File: src/hw/dppa_pkg.sv
// constants, field positions and state codes of the dual parallel port adapter
// assumes one 200 MHz clock and pins sampled synchronously to it
//
// Summary of operation
// - two independent sides with full register sets
// - write byte held during enable, applied after fall
// - enable alone times every processor transfer
// - data bus driven only during a selected read
// - direction bit one means output, zero input
// - direction registers rewritable anytime, applied at once
// - output lines follow output register bits
// - control access bit picks direction or output register
// - control bits 7 and 6 are interrupt flags
// - four lines, two per side, second also outputs
// - first line set to one of four modes, second line to one of eight
// - active transitions set the matching status flag
// - 00 side A, 10 side B, x1 control
// - read/write low writes, high drives bus data
// - reset input clears all registers to zero
package dppa_pkg;

  // ------------------------------------------------------------
  // widths
  // ------------------------------------------------------------
  localparam int DATA_W = 8;
  localparam int CTL_W = 6;

  // ------------------------------------------------------------
  // register select codes
  // ------------------------------------------------------------
  localparam logic [1:0] RS_SIDE_A = 2'h0;
  localparam logic [1:0] RS_CTRL_A = 2'h1;
  localparam logic [1:0] RS_SIDE_B = 2'h2;
  localparam logic [1:0] RS_CTRL_B = 2'h3;

  // ------------------------------------------------------------
  // control register bit positions
  // ------------------------------------------------------------
  localparam int CTL_IRQ1_EN = 0;
  localparam int CTL_IRQ1_RISE = 1;
  localparam int CTL_ACCESS = 2;
  localparam int CTL_L2_EN = 3;
  localparam int CTL_L2_RISE = 4;
  localparam int CTL_L2_OUT = 5;
  localparam int CTL_FLAG2 = 6;
  localparam int CTL_FLAG1 = 7;

  // ------------------------------------------------------------
  // reset values
  // ------------------------------------------------------------
  localparam logic [DATA_W-1:0] REG_RESET = 8'h00;
  localparam logic [CTL_W-1:0] CTL_RESET = 6'h00;
  localparam logic LINE_IDLE = 1'h1;

  // ------------------------------------------------------------
  // processor bus sequencer states
  // ------------------------------------------------------------
  typedef enum logic [2:0] {
    ST_IDLE = 3'h1,
    ST_READ = 3'h2,
    ST_WRITE = 3'h4
  } dppa_bus_state_t;

endpackage

File: src/hw/dppa_latch.sv
// holding latch for the processor write byte
// assumes capture is high only while a selected write has enable high
`timescale 1ns/1ps
module dppa_latch (
  input wire logic sys_clk_i,
  input wire logic rst_i,
  input wire logic clear_i,
  input wire logic capture_i,
  input wire logic [dppa_pkg::DATA_W-1:0] data_i,
  output logic [dppa_pkg::DATA_W-1:0] hold_o
);
  import dppa_pkg::*;

  logic [DATA_W-1:0] next_hold;

  // ------------------------------------------------------------
  // capture while enable high
  // ------------------------------------------------------------
  always_comb begin
    next_hold = hold_o;
    if (clear_i) begin
      next_hold = REG_RESET;
    end else if (capture_i) begin
      next_hold = data_i;
    end
  end

  always_ff @(posedge sys_clk_i or posedge rst_i) begin
    if (rst_i) begin
      hold_o <= REG_RESET;
    end else begin
      hold_o <= next_hold;
    end
  end

endmodule

File: src/hw/dppa_side.sv
// one side: control, direction and output registers, flags, line control
// assumes write strobes last one cycle and pins are synchronous
`timescale 1ns/1ps
module dppa_side (
  input wire logic sys_clk_i,
  input wire logic rst_i,
  input wire logic clear_i,
  input wire logic wr_ctrl_i,
  input wire logic wr_dir_i,
  input wire logic wr_out_i,
  input wire logic [dppa_pkg::DATA_W-1:0] wdata_i,
  input wire logic flag_clr_i,
  input wire logic handshake_i,
  input wire logic irq_in_i,
  input wire logic line_in_i,
  output logic [dppa_pkg::DATA_W-1:0] ctrl_o,
  output logic [dppa_pkg::DATA_W-1:0] dir_o,
  output logic [dppa_pkg::DATA_W-1:0] out_data_o,
  output logic int_req_o,
  output logic line_o,
  output logic line_oe_o
);
  import dppa_pkg::*;

  logic [CTL_W-1:0] ctrl, next_ctrl;
  logic [DATA_W-1:0] next_dir, next_out;
  logic flag1, next_flag1, flag2, next_flag2;
  logic irq_q, line_q, next_line, next_int_req;
  logic fire1, fire2;

  // ------------------------------------------------------------
  // edge detection and flags
  // ------------------------------------------------------------
  always_comb begin
    fire1 = ctrl[CTL_IRQ1_RISE] ? (irq_in_i & ~irq_q) : (~irq_in_i & irq_q);
    fire2 = ~ctrl[CTL_L2_OUT] &
            (ctrl[CTL_L2_RISE] ? (line_in_i & ~line_q) : (~line_in_i & line_q));
    next_ctrl = wr_ctrl_i ? wdata_i[CTL_W-1:0] : ctrl;
    next_dir = wr_dir_i ? wdata_i : dir_o;
    next_out = wr_out_i ? wdata_i : out_data_o;
    next_flag1 = fire1 | (flag1 & ~flag_clr_i);
    next_flag2 = fire2 | (flag2 & ~flag_clr_i);
    next_int_req = (flag1 & ctrl[CTL_IRQ1_EN]) |
                   (flag2 & ctrl[CTL_L2_EN] & ~ctrl[CTL_L2_OUT]);
    next_line = LINE_IDLE;
    if (ctrl[CTL_L2_OUT]) begin
      if (ctrl[CTL_L2_RISE]) begin
        next_line = ctrl[CTL_L2_EN];
      end else if (ctrl[CTL_L2_EN]) begin
        next_line = ~handshake_i;
      end else if (handshake_i) begin
        next_line = 1'h0;
      end else if (fire1) begin
        next_line = 1'h1;
      end else begin
        next_line = line_o;
      end
    end
    if (clear_i) begin
      next_ctrl = CTL_RESET;
      next_dir = REG_RESET;
      next_out = REG_RESET;
      next_flag1 = 1'h0;
      next_flag2 = 1'h0;
      next_int_req = 1'h0;
      next_line = LINE_IDLE;
    end
  end

  always_ff @(posedge sys_clk_i or posedge rst_i) begin
    if (rst_i) begin
      ctrl <= CTL_RESET;
      dir_o <= REG_RESET;
      out_data_o <= REG_RESET;
      flag1 <= 1'h0;
      flag2 <= 1'h0;
      irq_q <= 1'h0;
      line_q <= 1'h0;
      int_req_o <= 1'h0;
      line_o <= LINE_IDLE;
    end else begin
      ctrl <= next_ctrl;
      dir_o <= next_dir;
      out_data_o <= next_out;
      flag1 <= next_flag1;
      flag2 <= next_flag2;
      irq_q <= irq_in_i;
      line_q <= line_in_i;
      int_req_o <= next_int_req;
      line_o <= next_line;
    end
  end

  assign ctrl_o = {flag1, flag2, ctrl};
  assign line_oe_o = ctrl[CTL_L2_OUT];
endmodule

File: src/hw/dppa_top.sv
// dual parallel port adapter: processor bus sequencer, decode and ports
// assumes bus pins, enable and peripheral pins are synchronous to sys_clk_i
`timescale 1ns/1ps
module dppa_top (
  input wire logic sys_clk_i,
  input wire logic rst_i,
  input wire logic reset_n_i,
  input wire logic enable_i,
  input wire logic select_one_i,
  input wire logic select_two_i,
  input wire logic select_three_n_i,
  input wire logic reg_select_low_i,
  input wire logic reg_select_high_i,
  input wire logic read_write_i,
  input wire logic [dppa_pkg::DATA_W-1:0] data_i,
  output logic [dppa_pkg::DATA_W-1:0] data_o,
  output logic data_oe_o,
  input wire logic [dppa_pkg::DATA_W-1:0] port_a_i,
  output logic [dppa_pkg::DATA_W-1:0] port_a_o,
  output logic [dppa_pkg::DATA_W-1:0] port_a_oe_o,
  input wire logic [dppa_pkg::DATA_W-1:0] port_b_i,
  output logic [dppa_pkg::DATA_W-1:0] port_b_o,
  output logic [dppa_pkg::DATA_W-1:0] port_b_oe_o,
  input wire logic side_a_irq_input_i,
  input wire logic side_a_ctrl_line_i,
  output logic side_a_ctrl_line_o,
  output logic side_a_ctrl_line_oe_o,
  output logic side_a_int_request_oe_o,
  input wire logic side_b_irq_input_i,
  input wire logic side_b_ctrl_line_i,
  output logic side_b_ctrl_line_o,
  output logic side_b_ctrl_line_oe_o,
  output logic side_b_int_request_oe_o
);
  import dppa_pkg::*;

  // ------------------------------------------------------------
  // declarations
  // ------------------------------------------------------------
  dppa_bus_state_t state, next_state;
  logic [1:0] rs, next_rs, rs_in;
  logic [DATA_W-1:0] next_data;
  logic next_data_oe;
  logic sel, clear;
  logic start, capture, wr_go, rd_go;
  logic [DATA_W-1:0] hold, rd_val;
  logic [DATA_W-1:0] a_ctrl, a_dir, a_out;
  logic [DATA_W-1:0] b_ctrl, b_dir, b_out, b_rd;
  logic wr_ctrl_a, wr_dir_a, wr_out_a;
  logic wr_ctrl_b, wr_dir_b, wr_out_b;
  logic clr_a, clr_b, hs_a, hs_b;

  // ------------------------------------------------------------
  // selection and reset
  // ------------------------------------------------------------
  assign sel = select_one_i & select_two_i & ~select_three_n_i;
  assign rs_in = {reg_select_high_i, reg_select_low_i};
  assign clear = ~reset_n_i;
  assign start = (state == ST_IDLE) & enable_i & sel;

  // ------------------------------------------------------------
  // bus sequencer
  // ------------------------------------------------------------
  always_comb begin
    next_state = state;
    next_rs = rs;
    if (clear) begin
      next_state = ST_IDLE;
      next_rs = 2'h0;
    end else begin
      unique case (state)
        ST_IDLE: begin
          if (start) begin
            next_rs = rs_in;
            next_state = read_write_i ? ST_READ : ST_WRITE;
          end
        end
        ST_READ: begin
          if (!enable_i) begin
            next_state = ST_IDLE;
          end
        end
        ST_WRITE: begin
          if (!enable_i) begin
            next_state = ST_IDLE;
          end
        end
        default: begin
          next_state = ST_IDLE;
        end
      endcase
    end
  end

  always_ff @(posedge sys_clk_i or posedge rst_i) begin
    if (rst_i) begin
      state <= ST_IDLE;
      rs <= 2'h0;
    end else begin
      state <= next_state;
      rs <= next_rs;
    end
  end

  // ------------------------------------------------------------
  // write path
  // ------------------------------------------------------------
  assign capture = ~clear & ((start & ~read_write_i) | ((state == ST_WRITE) & enable_i));
  assign wr_go = ~clear & (state == ST_WRITE) & ~enable_i;
  assign rd_go = ~clear & (state == ST_READ) & ~enable_i;

  dppa_latch u_latch (
    .sys_clk_i(sys_clk_i),
    .rst_i(rst_i),
    .clear_i(clear),
    .capture_i(capture),
    .data_i(data_i),
    .hold_o(hold)
  );

  always_comb begin
    wr_ctrl_a = wr_go & (rs == RS_CTRL_A);
    wr_ctrl_b = wr_go & (rs == RS_CTRL_B);
    wr_dir_a = wr_go & (rs == RS_SIDE_A) & ~a_ctrl[CTL_ACCESS];
    wr_out_a = wr_go & (rs == RS_SIDE_A) & a_ctrl[CTL_ACCESS];
    wr_dir_b = wr_go & (rs == RS_SIDE_B) & ~b_ctrl[CTL_ACCESS];
    wr_out_b = wr_go & (rs == RS_SIDE_B) & b_ctrl[CTL_ACCESS];
    hs_a = rd_go & (rs == RS_SIDE_A) & a_ctrl[CTL_ACCESS];
    hs_b = wr_out_b;
    clr_a = hs_a;
    clr_b = rd_go & (rs == RS_SIDE_B) & b_ctrl[CTL_ACCESS];
  end

  // ------------------------------------------------------------
  // the two sides
  // ------------------------------------------------------------
  dppa_side u_side_a (
    .sys_clk_i(sys_clk_i),
    .rst_i(rst_i),
    .clear_i(clear),
    .wr_ctrl_i(wr_ctrl_a),
    .wr_dir_i(wr_dir_a),
    .wr_out_i(wr_out_a),
    .wdata_i(hold),
    .flag_clr_i(clr_a),
    .handshake_i(hs_a),
    .irq_in_i(side_a_irq_input_i),
    .line_in_i(side_a_ctrl_line_i),
    .ctrl_o(a_ctrl),
    .dir_o(a_dir),
    .out_data_o(a_out),
    .int_req_o(side_a_int_request_oe_o),
    .line_o(side_a_ctrl_line_o),
    .line_oe_o(side_a_ctrl_line_oe_o)
  );

  dppa_side u_side_b (
    .sys_clk_i(sys_clk_i),
    .rst_i(rst_i),
    .clear_i(clear),
    .wr_ctrl_i(wr_ctrl_b),
    .wr_dir_i(wr_dir_b),
    .wr_out_i(wr_out_b),
    .wdata_i(hold),
    .flag_clr_i(clr_b),
    .handshake_i(hs_b),
    .irq_in_i(side_b_irq_input_i),
    .line_in_i(side_b_ctrl_line_i),
    .ctrl_o(b_ctrl),
    .dir_o(b_dir),
    .out_data_o(b_out),
    .int_req_o(side_b_int_request_oe_o),
    .line_o(side_b_ctrl_line_o),
    .line_oe_o(side_b_ctrl_line_oe_o)
  );

  // ------------------------------------------------------------
  // peripheral port drivers
  // ------------------------------------------------------------
  assign port_a_o = a_out;
  assign port_a_oe_o = a_dir;
  assign port_b_o = b_out;
  assign port_b_oe_o = b_dir;

  // side B reads its output register on output lines, pins elsewhere
  genvar gi;
  generate
    for (gi = 0; gi < DATA_W; gi++) begin : g_b_read
      assign b_rd[gi] = b_dir[gi] ? b_out[gi] : port_b_i[gi];
    end
  endgenerate

  // ------------------------------------------------------------
  // read path
  // ------------------------------------------------------------
  always_comb begin
    unique case (rs_in)
      RS_SIDE_A: rd_val = a_ctrl[CTL_ACCESS] ? port_a_i : a_dir;
      RS_CTRL_A: rd_val = a_ctrl;
      RS_SIDE_B: rd_val = b_ctrl[CTL_ACCESS] ? b_rd : b_dir;
      RS_CTRL_B: rd_val = b_ctrl;
    endcase
  end

  always_comb begin
    next_data = data_o;
    if (clear) begin
      next_data = REG_RESET;
    end else if (start & read_write_i) begin
      next_data = rd_val;
    end
    next_data_oe = ~clear & (next_state == ST_READ);
  end

  always_ff @(posedge sys_clk_i or posedge rst_i) begin
    if (rst_i) begin
      data_o <= REG_RESET;
      data_oe_o <= 1'h0;
    end else begin
      data_o <= next_data;
      data_oe_o <= next_data_oe;
    end
  end
endmodule

File: config.mk
export PLATFORM = sky130hd
export DESIGN_NAME = dppa_top
export DESIGN_NICKNAME = d
export VERILOG_FILES = /design/src/hw/dppa_pkg.sv /design/src/hw/dppa_latch.sv /design/src/hw/dppa_side.sv /design/src/hw/dppa_top.sv
export SDC_FILE = /design/constraint.sdc
export NUM_CORES = 1
export LEC_CHECK = 0
export ABC_AREA = 1
export BUFFER_PORTS_ARGS = -buffer_cell sky130_fd_sc_hd__clkbuf_2
export CORE_MARGIN = 1
export CORE_UTILIZATION = 45
export DETAILED_ROUTE_END_ITERATION = 10
export MAX_ROUTING_LAYER = met4
export PLACE_DENSITY = 0.72
export SYNTH_ARGS = -nofsm -noshare
export SYNTH_HDL_FRONTEND = slang
export SYNTH_HIERARCHICAL = 1
export SYNTH_SLANG_ARGS = --single-unit
export TNS_END_PERCENT = 20
File: constraint.sdc
create_clock -name sys_clk_i -period 1.6 [get_ports sys_clk_i]
set_clock_uncertainty 0.15 [all_clocks]
set_input_delay 0.08 -clock sys_clk_i [delete_from_list [all_inputs] [get_ports sys_clk_i]]
set_output_delay 0.08 -clock sys_clk_i [all_outputs]
set_load 0.02 [all_outputs]
---- Yosys cells after proc, flatten, opt, wreduce, memory -nomap -nowiden ----
Cells that the tools add are included.
storage, ports and cells
  input bits .............................. 38
  logic and storage cells ................. 176
  output and inout port bits .............. 47
  register bits after elaboration ......... 78
cells by class
  multiplexer cells ....................... 57
  bitwise logic cells ..................... 70
  equal/unequal tests ..................... 22
  reductions and logical operators ........ 4
operator list
  cell                                                             count
  8-bit two-way mux                                                14
  1-bit bitwise AND                                                45
  8-bit one-hot mux with 4 select lines                            1
  1-bit two-way mux                                                30
  6-bit two-way mux                                                4
  2-bit by 1-bit != test with 1-bit output, second input constant  10
  1-bit NOT                                                        18
  3-bit two-way mux                                                4
  6-bit by 5-bit != test with 1-bit output, second input constant  2
  2-bit == test, second input constant                             4
  1-bit bitwise OR                                                 7
  3-bit by 2-bit == test with 1-bit output, second input constant  2
  2-bit two-way mux                                                3
  3-bit one-hot mux with 2 select lines                            1
  2-bit by 1-bit == test with 1-bit output, second input constant  2
  2-bit logical NOT                                                2
  3-bit by 1-bit == test with 1-bit output, second input constant  1
  3-bit == test, second input constant                             1
  2-bit AND reduction                                              1
  2-bit OR reduction                                               1

---- Logic depth before layout (Yosys ltp) ----
  word-level depth ........................ 10
  depth in mapped cells ................... 10
  mapped depth without buffers ............ 10

---- By module ----
The synthesis kept the hierarchy.
by module, submodules not included
  module      seq. area each (um^2)  area an instance (um^2)  cells each  instances
  dppa_side   701.9                  1121.1                   125         2
  dppa_top    351.6                  1317.5                   226         1
  dppa_latch  200.2                  339.1                    36          1

---- Worst setup path before layout ----
No wires, ideal clock.
  path kind ............................... register to register
  start ................................... reg state[0]
  end ..................................... reg u_side_b.line_o
  slack ................................... -0.057 ns
  stages on the path, launching flop included .. 11
  clock period less this slack ............ 1.657 ns
  setup time .............................. 0.076 ns
  arrival time ............................ 1.431 ns
  buffers on the path ..................... 0
  data required time ...................... 1.374 ns
  path through ............................ dfstp_2 -> inv_2 -> nand3_1 -> inv_1 -> nand3_1 -> nor2_1 -> or2_1 -> nor2_1 -> nand2_1 -> nand2_1 -> nand2_1
on the way
  longest elaborated chain between the ends .. 10
  elaborated cells on any way between the ends .. 12
  classes of those cells .................. 2 x eq/ne; 5 x mux; 5 x bitwise
RTL lines
  what                                            RTL line                          source
  from (decl)                                     dppa_top.sv:40                    dppa_bus_state_t state, next_state;
  from (signal assigned)                          dppa_top.sv:100                   state <= next_state;
  3-bit == test (*)                               dppa_top.sv:109                   assign wr_go = ~clear & (state == ST_WRITE) & ~enable_i;
  1-bit bitwise AND (*) (2 in series)             dppa_top.sv:109
  1-bit bitwise AND (*) (2 in series)             dppa_top.sv:127                   wr_out_b = wr_go & (rs == RS_SIDE_B) & b_ctrl[CTL_ACCESS];
  via hs_b                                        dppa_top.sv:51                    logic clr_a, clr_b, hs_a, hs_b;
  1-bit two-way mux or 1-bit NOT (tied branches)  dppa_side.sv:51, dppa_side.sv:50
  1-bit two-way mux                               dppa_side.sv:49                   end else if (ctrl[CTL_L2_EN]) begin
  1-bit two-way mux                               dppa_side.sv:47                   if (ctrl[CTL_L2_RISE]) begin
  1-bit two-way mux                               dppa_side.sv:46                   if (ctrl[CTL_L2_OUT]) begin
  1-bit two-way mux                               dppa_side.sv:59                   if (clear_i) begin
  to (signal assigned)                            dppa_side.sv:90                   line_o <= next_line;
  to (decl)                                       dppa_side.sv:20                   output logic line_o,
Mark *: on every way through the listed nets, which the timed path passes. The rest lies on a longest branch.
A chain may end at the register's enable or synchronous reset.

---- Final worst setup path ----
  start ................................... reg state[0]
  end ..................................... reg u_latch/hold_o[5] (netlist name)
on the way
  longest elaborated chain between the ends .. 7
  elaborated cells on any way between the ends .. 9
  classes of those cells .................. 3 x eq/ne; 6 x bitwise
RTL lines
  what                                                           RTL line          source
  3-bit by 1-bit == test with 1-bit output                       dppa_top.sv:59    assign start = (state == ST_IDLE) & enable_i & sel;
  1-bit bitwise AND (2 in series)                                dppa_top.sv:59
  1-bit bitwise AND                                              dppa_top.sv:108   assign capture = ~clear & ((start & ~read_write_i) | ((state == ST_WRITE) & enable_i));
  1-bit bitwise OR (*)                                           dppa_top.sv:108
  1-bit bitwise AND (*)                                          dppa_top.sv:108
  via capture                                                    dppa_top.sv:45    logic start, capture, wr_go, rd_go;
  2-bit by 1-bit != test with 1-bit output (no source line) (*)  -
  to (signal assigned)                                           dppa_latch.sv:32  hold_o <= next_hold;
  to (decl)                                                      dppa_latch.sv:10  output logic [dppa_pkg::DATA_W-1:0] hold_o
Marked as above.

==> run summary <==
Drt wl/cell - 14.6 um
Critical Path AT - 1.83 ns
Via-per-instance ratio - 5.11
Crit path kind - reg2reg
Layout fillers - 756
Avg Cell Area, Syn - 7.61 um^2
Hold Crit Start - select_three_n_i
Number of synthesized flops with an enable pin - 0
Placed Cells - 706
Synth warnings - 6
Hold Path End - state[1]
Fmax - 578 MHz
Critical Path, Cell by Cell - buf_6 -> nand3_4 -> nor2_4 -> nand2_2 -> a21oi_4 -> buf_6 -> nor2_8 -> nand2_2 -> nand2_1
Dpl cell area - 0.00450 mm^2
VDD IR max - 497 uV
Status - finished, violations left
Cell Pwr Density - 764 mW/mm^2
I/O pin cnt - 85
1st-iter DRT viols - 248
Pin count of the biggest net entering global routing - 29
Core Region - 0.00830 mm^2
Area contributors post-synth - dfrtp_1 (48%), nand2_1 (16%), nand3_1 (10%)
Die area - 0.00904 mm^2
Die Width - 95.1 um
Rel. slew slack - 62.7%
Total track usage - 26.8%
Final Core Density - 63.2%
CP endpoint kind - flip-flop
Capture point of the worst reg-to-reg path - u_latch/hold_o[5]
Count of cell types in the netlist - 25
Syn_nets - 550
Static Leak - 2.63 nW
Slew Limit Fails - 0
Remaining DRCs - 0
Crit path time final - 1.73 ns
Worst-path fanout max - 8
Placer congestion estimate - 0.905
RSZ-0062 raised after global routing - true
First-pass GRT wire length - 17600 um
Failing checks - negative setup slack
Num CTS Buffers - 9
FF-to-FF setup slack - -0.13 ns
H-tree lvl count - 3
Final WS setup - -0.130 ns
Reg-to-reg startpoint - state[0]
Initial DRT Pass Iterations - 5
Clock Pin Slew Worst Setup and Hold Paths - 0.08 ns
WP data required - 1.70 ns
Total grt overflow - 0
Fraction of layout cells with a size suffix above 1 - 29.6%
# setup viols final - 35
Design area - 0.00525 mm^2
Least-Margin Pin Slew - 0.559 ns
Async set or reset register ratio after synthesis - 100%
Fin nets - 684
Highest-delay cell along the critical path - dfstp_2
Placement Setup Slack - -0.283 ns
Fin crit share - 108%
Crit-path max cell delay - 0.56 ns
Non-filler cells, final - 756
Clk sink count - 78
FF+latch count, synth - 78
N_diodes - 0
Clk Tree Root Cell - clkbuf_8
Cell taking the most area after synthesis - dfrtp_1
Initial Utilization - 47.0%
Top_reg_cell synth - dfrtp_1
Sequential fraction of the synthesis area - 50.2%
Final hold vios - 0
Synth top area share - 48.1%
Syn Inst Count - 512
Max-cap viol count - 0
Fin Hold WS - 0.0222 ns
Dpl hpwl - 7890 um
Number of port buffers - 84
Worst hold stages - 6
P&R area growth vs syn - 34.6%
Final wirelength - 11000 um
Via count - 3862
Clk buf depth - 2
Die height - 95.1 um
FP Rows - 33
Synth Cell Area - 0.00390 mm^2
Initial antenna violation count - 0
TritonCTS clock tree - yes
R2R depth - 9
Clock latency on the worst-skew pair - 0.35 ns
Final ANT Viol Nets - 0
Vias in the first global route - 3626
HP Class - in2reg
Worst setup SP type - flip-flop
## worst max-delay path by stage
stage / startpoint / to / slack (ns) / depth (start not counted)
floorplan: state[0] / u_latch/hold_o[0] / -0.03 / 8
global placement: state[0] / u_side_a/dir_o[0] / -0.20 / 9
detailed placement: state[0] / u_side_a/dir_o[7] / -0.28 / 9
CTS: state[0] / u_latch/hold_o[7] / -0.13 / 9
global route: state[0] / u_latch/hold_o[6] / -0.18 / 9
finish: state[0] / u_latch/hold_o[5] / -0.13 / 9
## power breakdown
group	leakage [nW]	switching (mW)	internal, mW
Clock	0.109	0.759	0.929
Sequential	1.07	0.0147	1.99
Combinational	1.46	0.192	0.126
Total	2.63	0.965	3.04
## synth_stat cells, types with 2 or more instances
| cell | number |
|---|---|
| inv_1 | 65 |
| buf_4 | 10 |
| nand2_1 | 170 |
| buf_6 | 2 |
| o21ai_0 | 45 |
| nand4_1 | 4 |
| nand3_1 | 79 |
| nor3_1 | 2 |
| nand3b_1 | 2 |
| dfstp_2 | 3 |
| nor2_1 | 18 |
| dfrtp_1 | 75 |
| or2_2 | 3 |
| inv_2 | 5 |
| or2_1 | 7 |
| a21oi_1 | 10 |
| nor2_2 | 2 |
| buf_2 | 3 |
## cell usage in the layout (no fill, tap or decap), types with 4 or more instances in the layout
cell / synthesis / routed
o21ai_2: 0 / 6
nand4_1: 4 / 4
or2_1: 7 / 7
nand2_1: 170 / 163
inv_1: 65 / 59
nand3_1: 79 / 75
nor2_4: 1 / 9
clkbuf_8: 0 / 10
a21oi_1: 10 / 9
clkbuf_2: 0 / 84
nand2_2: 0 / 7
nor2_2: 2 / 8
inv_2: 5 / 9
nand3_4: 0 / 4
dfrtp_1: 75 / 75
o21ai_0: 45 / 16
dlygate4sd3_1: 0 / 20
o21ai_1: 0 / 23
nor2_1: 18 / 4
buf_4: 10 / 31
## timing repair
item | 4_1_cts | 5_1_grt
resized for setup | 35 | 54
gates cloned | 1 | 0
hold buffers | 20 | 0
setup buffers | 3 | 10
endpoints found under the hold margin | 103 | 0
setup endpoints to repair | 62 | 64
pin swaps | 7 | 24
## kinds of logic (layout without fill, tap and decap cells)
logic type | after synthesis | in the layout | share of synthesized area (%)
buf+inv | 87 | 226 | 9.82
flops | 78 | 78 | 50.2
compound gates | 55 | 55 | 7.06
simple gates | 292 | 292 | 33.0
## stage by stage
stage                     power [mW]  setup TNS, ns
after floorplan                 2.19         -0.248
after global placement          2.28          -7.52
after detailed placement        2.29         -11.51
after CTS                       4.02          -2.33
after global routing            4.14          -6.03
final                           4.01          -2.21
## sequential cells by signal (all words and copies together) (netlist names), 2 cells and up
signal,count
data_o,8
u_latch/hold_o,8
u_side_a/dir_o,8
u_side_a/out_data_o,8
u_side_b/dir_o,8
u_side_b/out_data_o,8
u_side_a/ctrl,6
u_side_b/ctrl,6
state,3
rs,2
## final cells by class
| class | count | area [um^2] | area share (%) |
|---|---|---|---|
| repair buffers | 139 | 892 | 17.0 |
| flip-flops and latches | 78 | 1960 | 37.3 |
| clock buffers | 10 | 138 | 2.62 |
| multi-input cells | 347 | 1760 | 33.6 |
| inverters | 71 | 273 | 5.20 |
| well taps | 105 | 131 | 2.50 |
| clock inverters | 6 | 92.6 | 1.76 |
## per-layer routing
| metal | up-vias | global-route usage, % | share of wire, % |
|---|---|---|---|
| met5 | - | - | 0 |
| met4 | 0 | 9.22 | 2.1 |
| met3 | 24 | 4.39 | 5.3 |
| met2 | 150 | 41.8 | 48 |
| met1 | 1808 | 35.3 | 45 |
| li1 | 1880 | - | - |
## worst max-delay path: cells and delay by family (launching register included)
family	cells	cell delay, ns
AO/OA/AOI/OAI	1	0.18
flip-flops	1	0.56
buffers and inverters	2	0.28
AND/OR/NAND/NOR	6	0.45
Note: power is estimated with default switching activity, not from simulation.
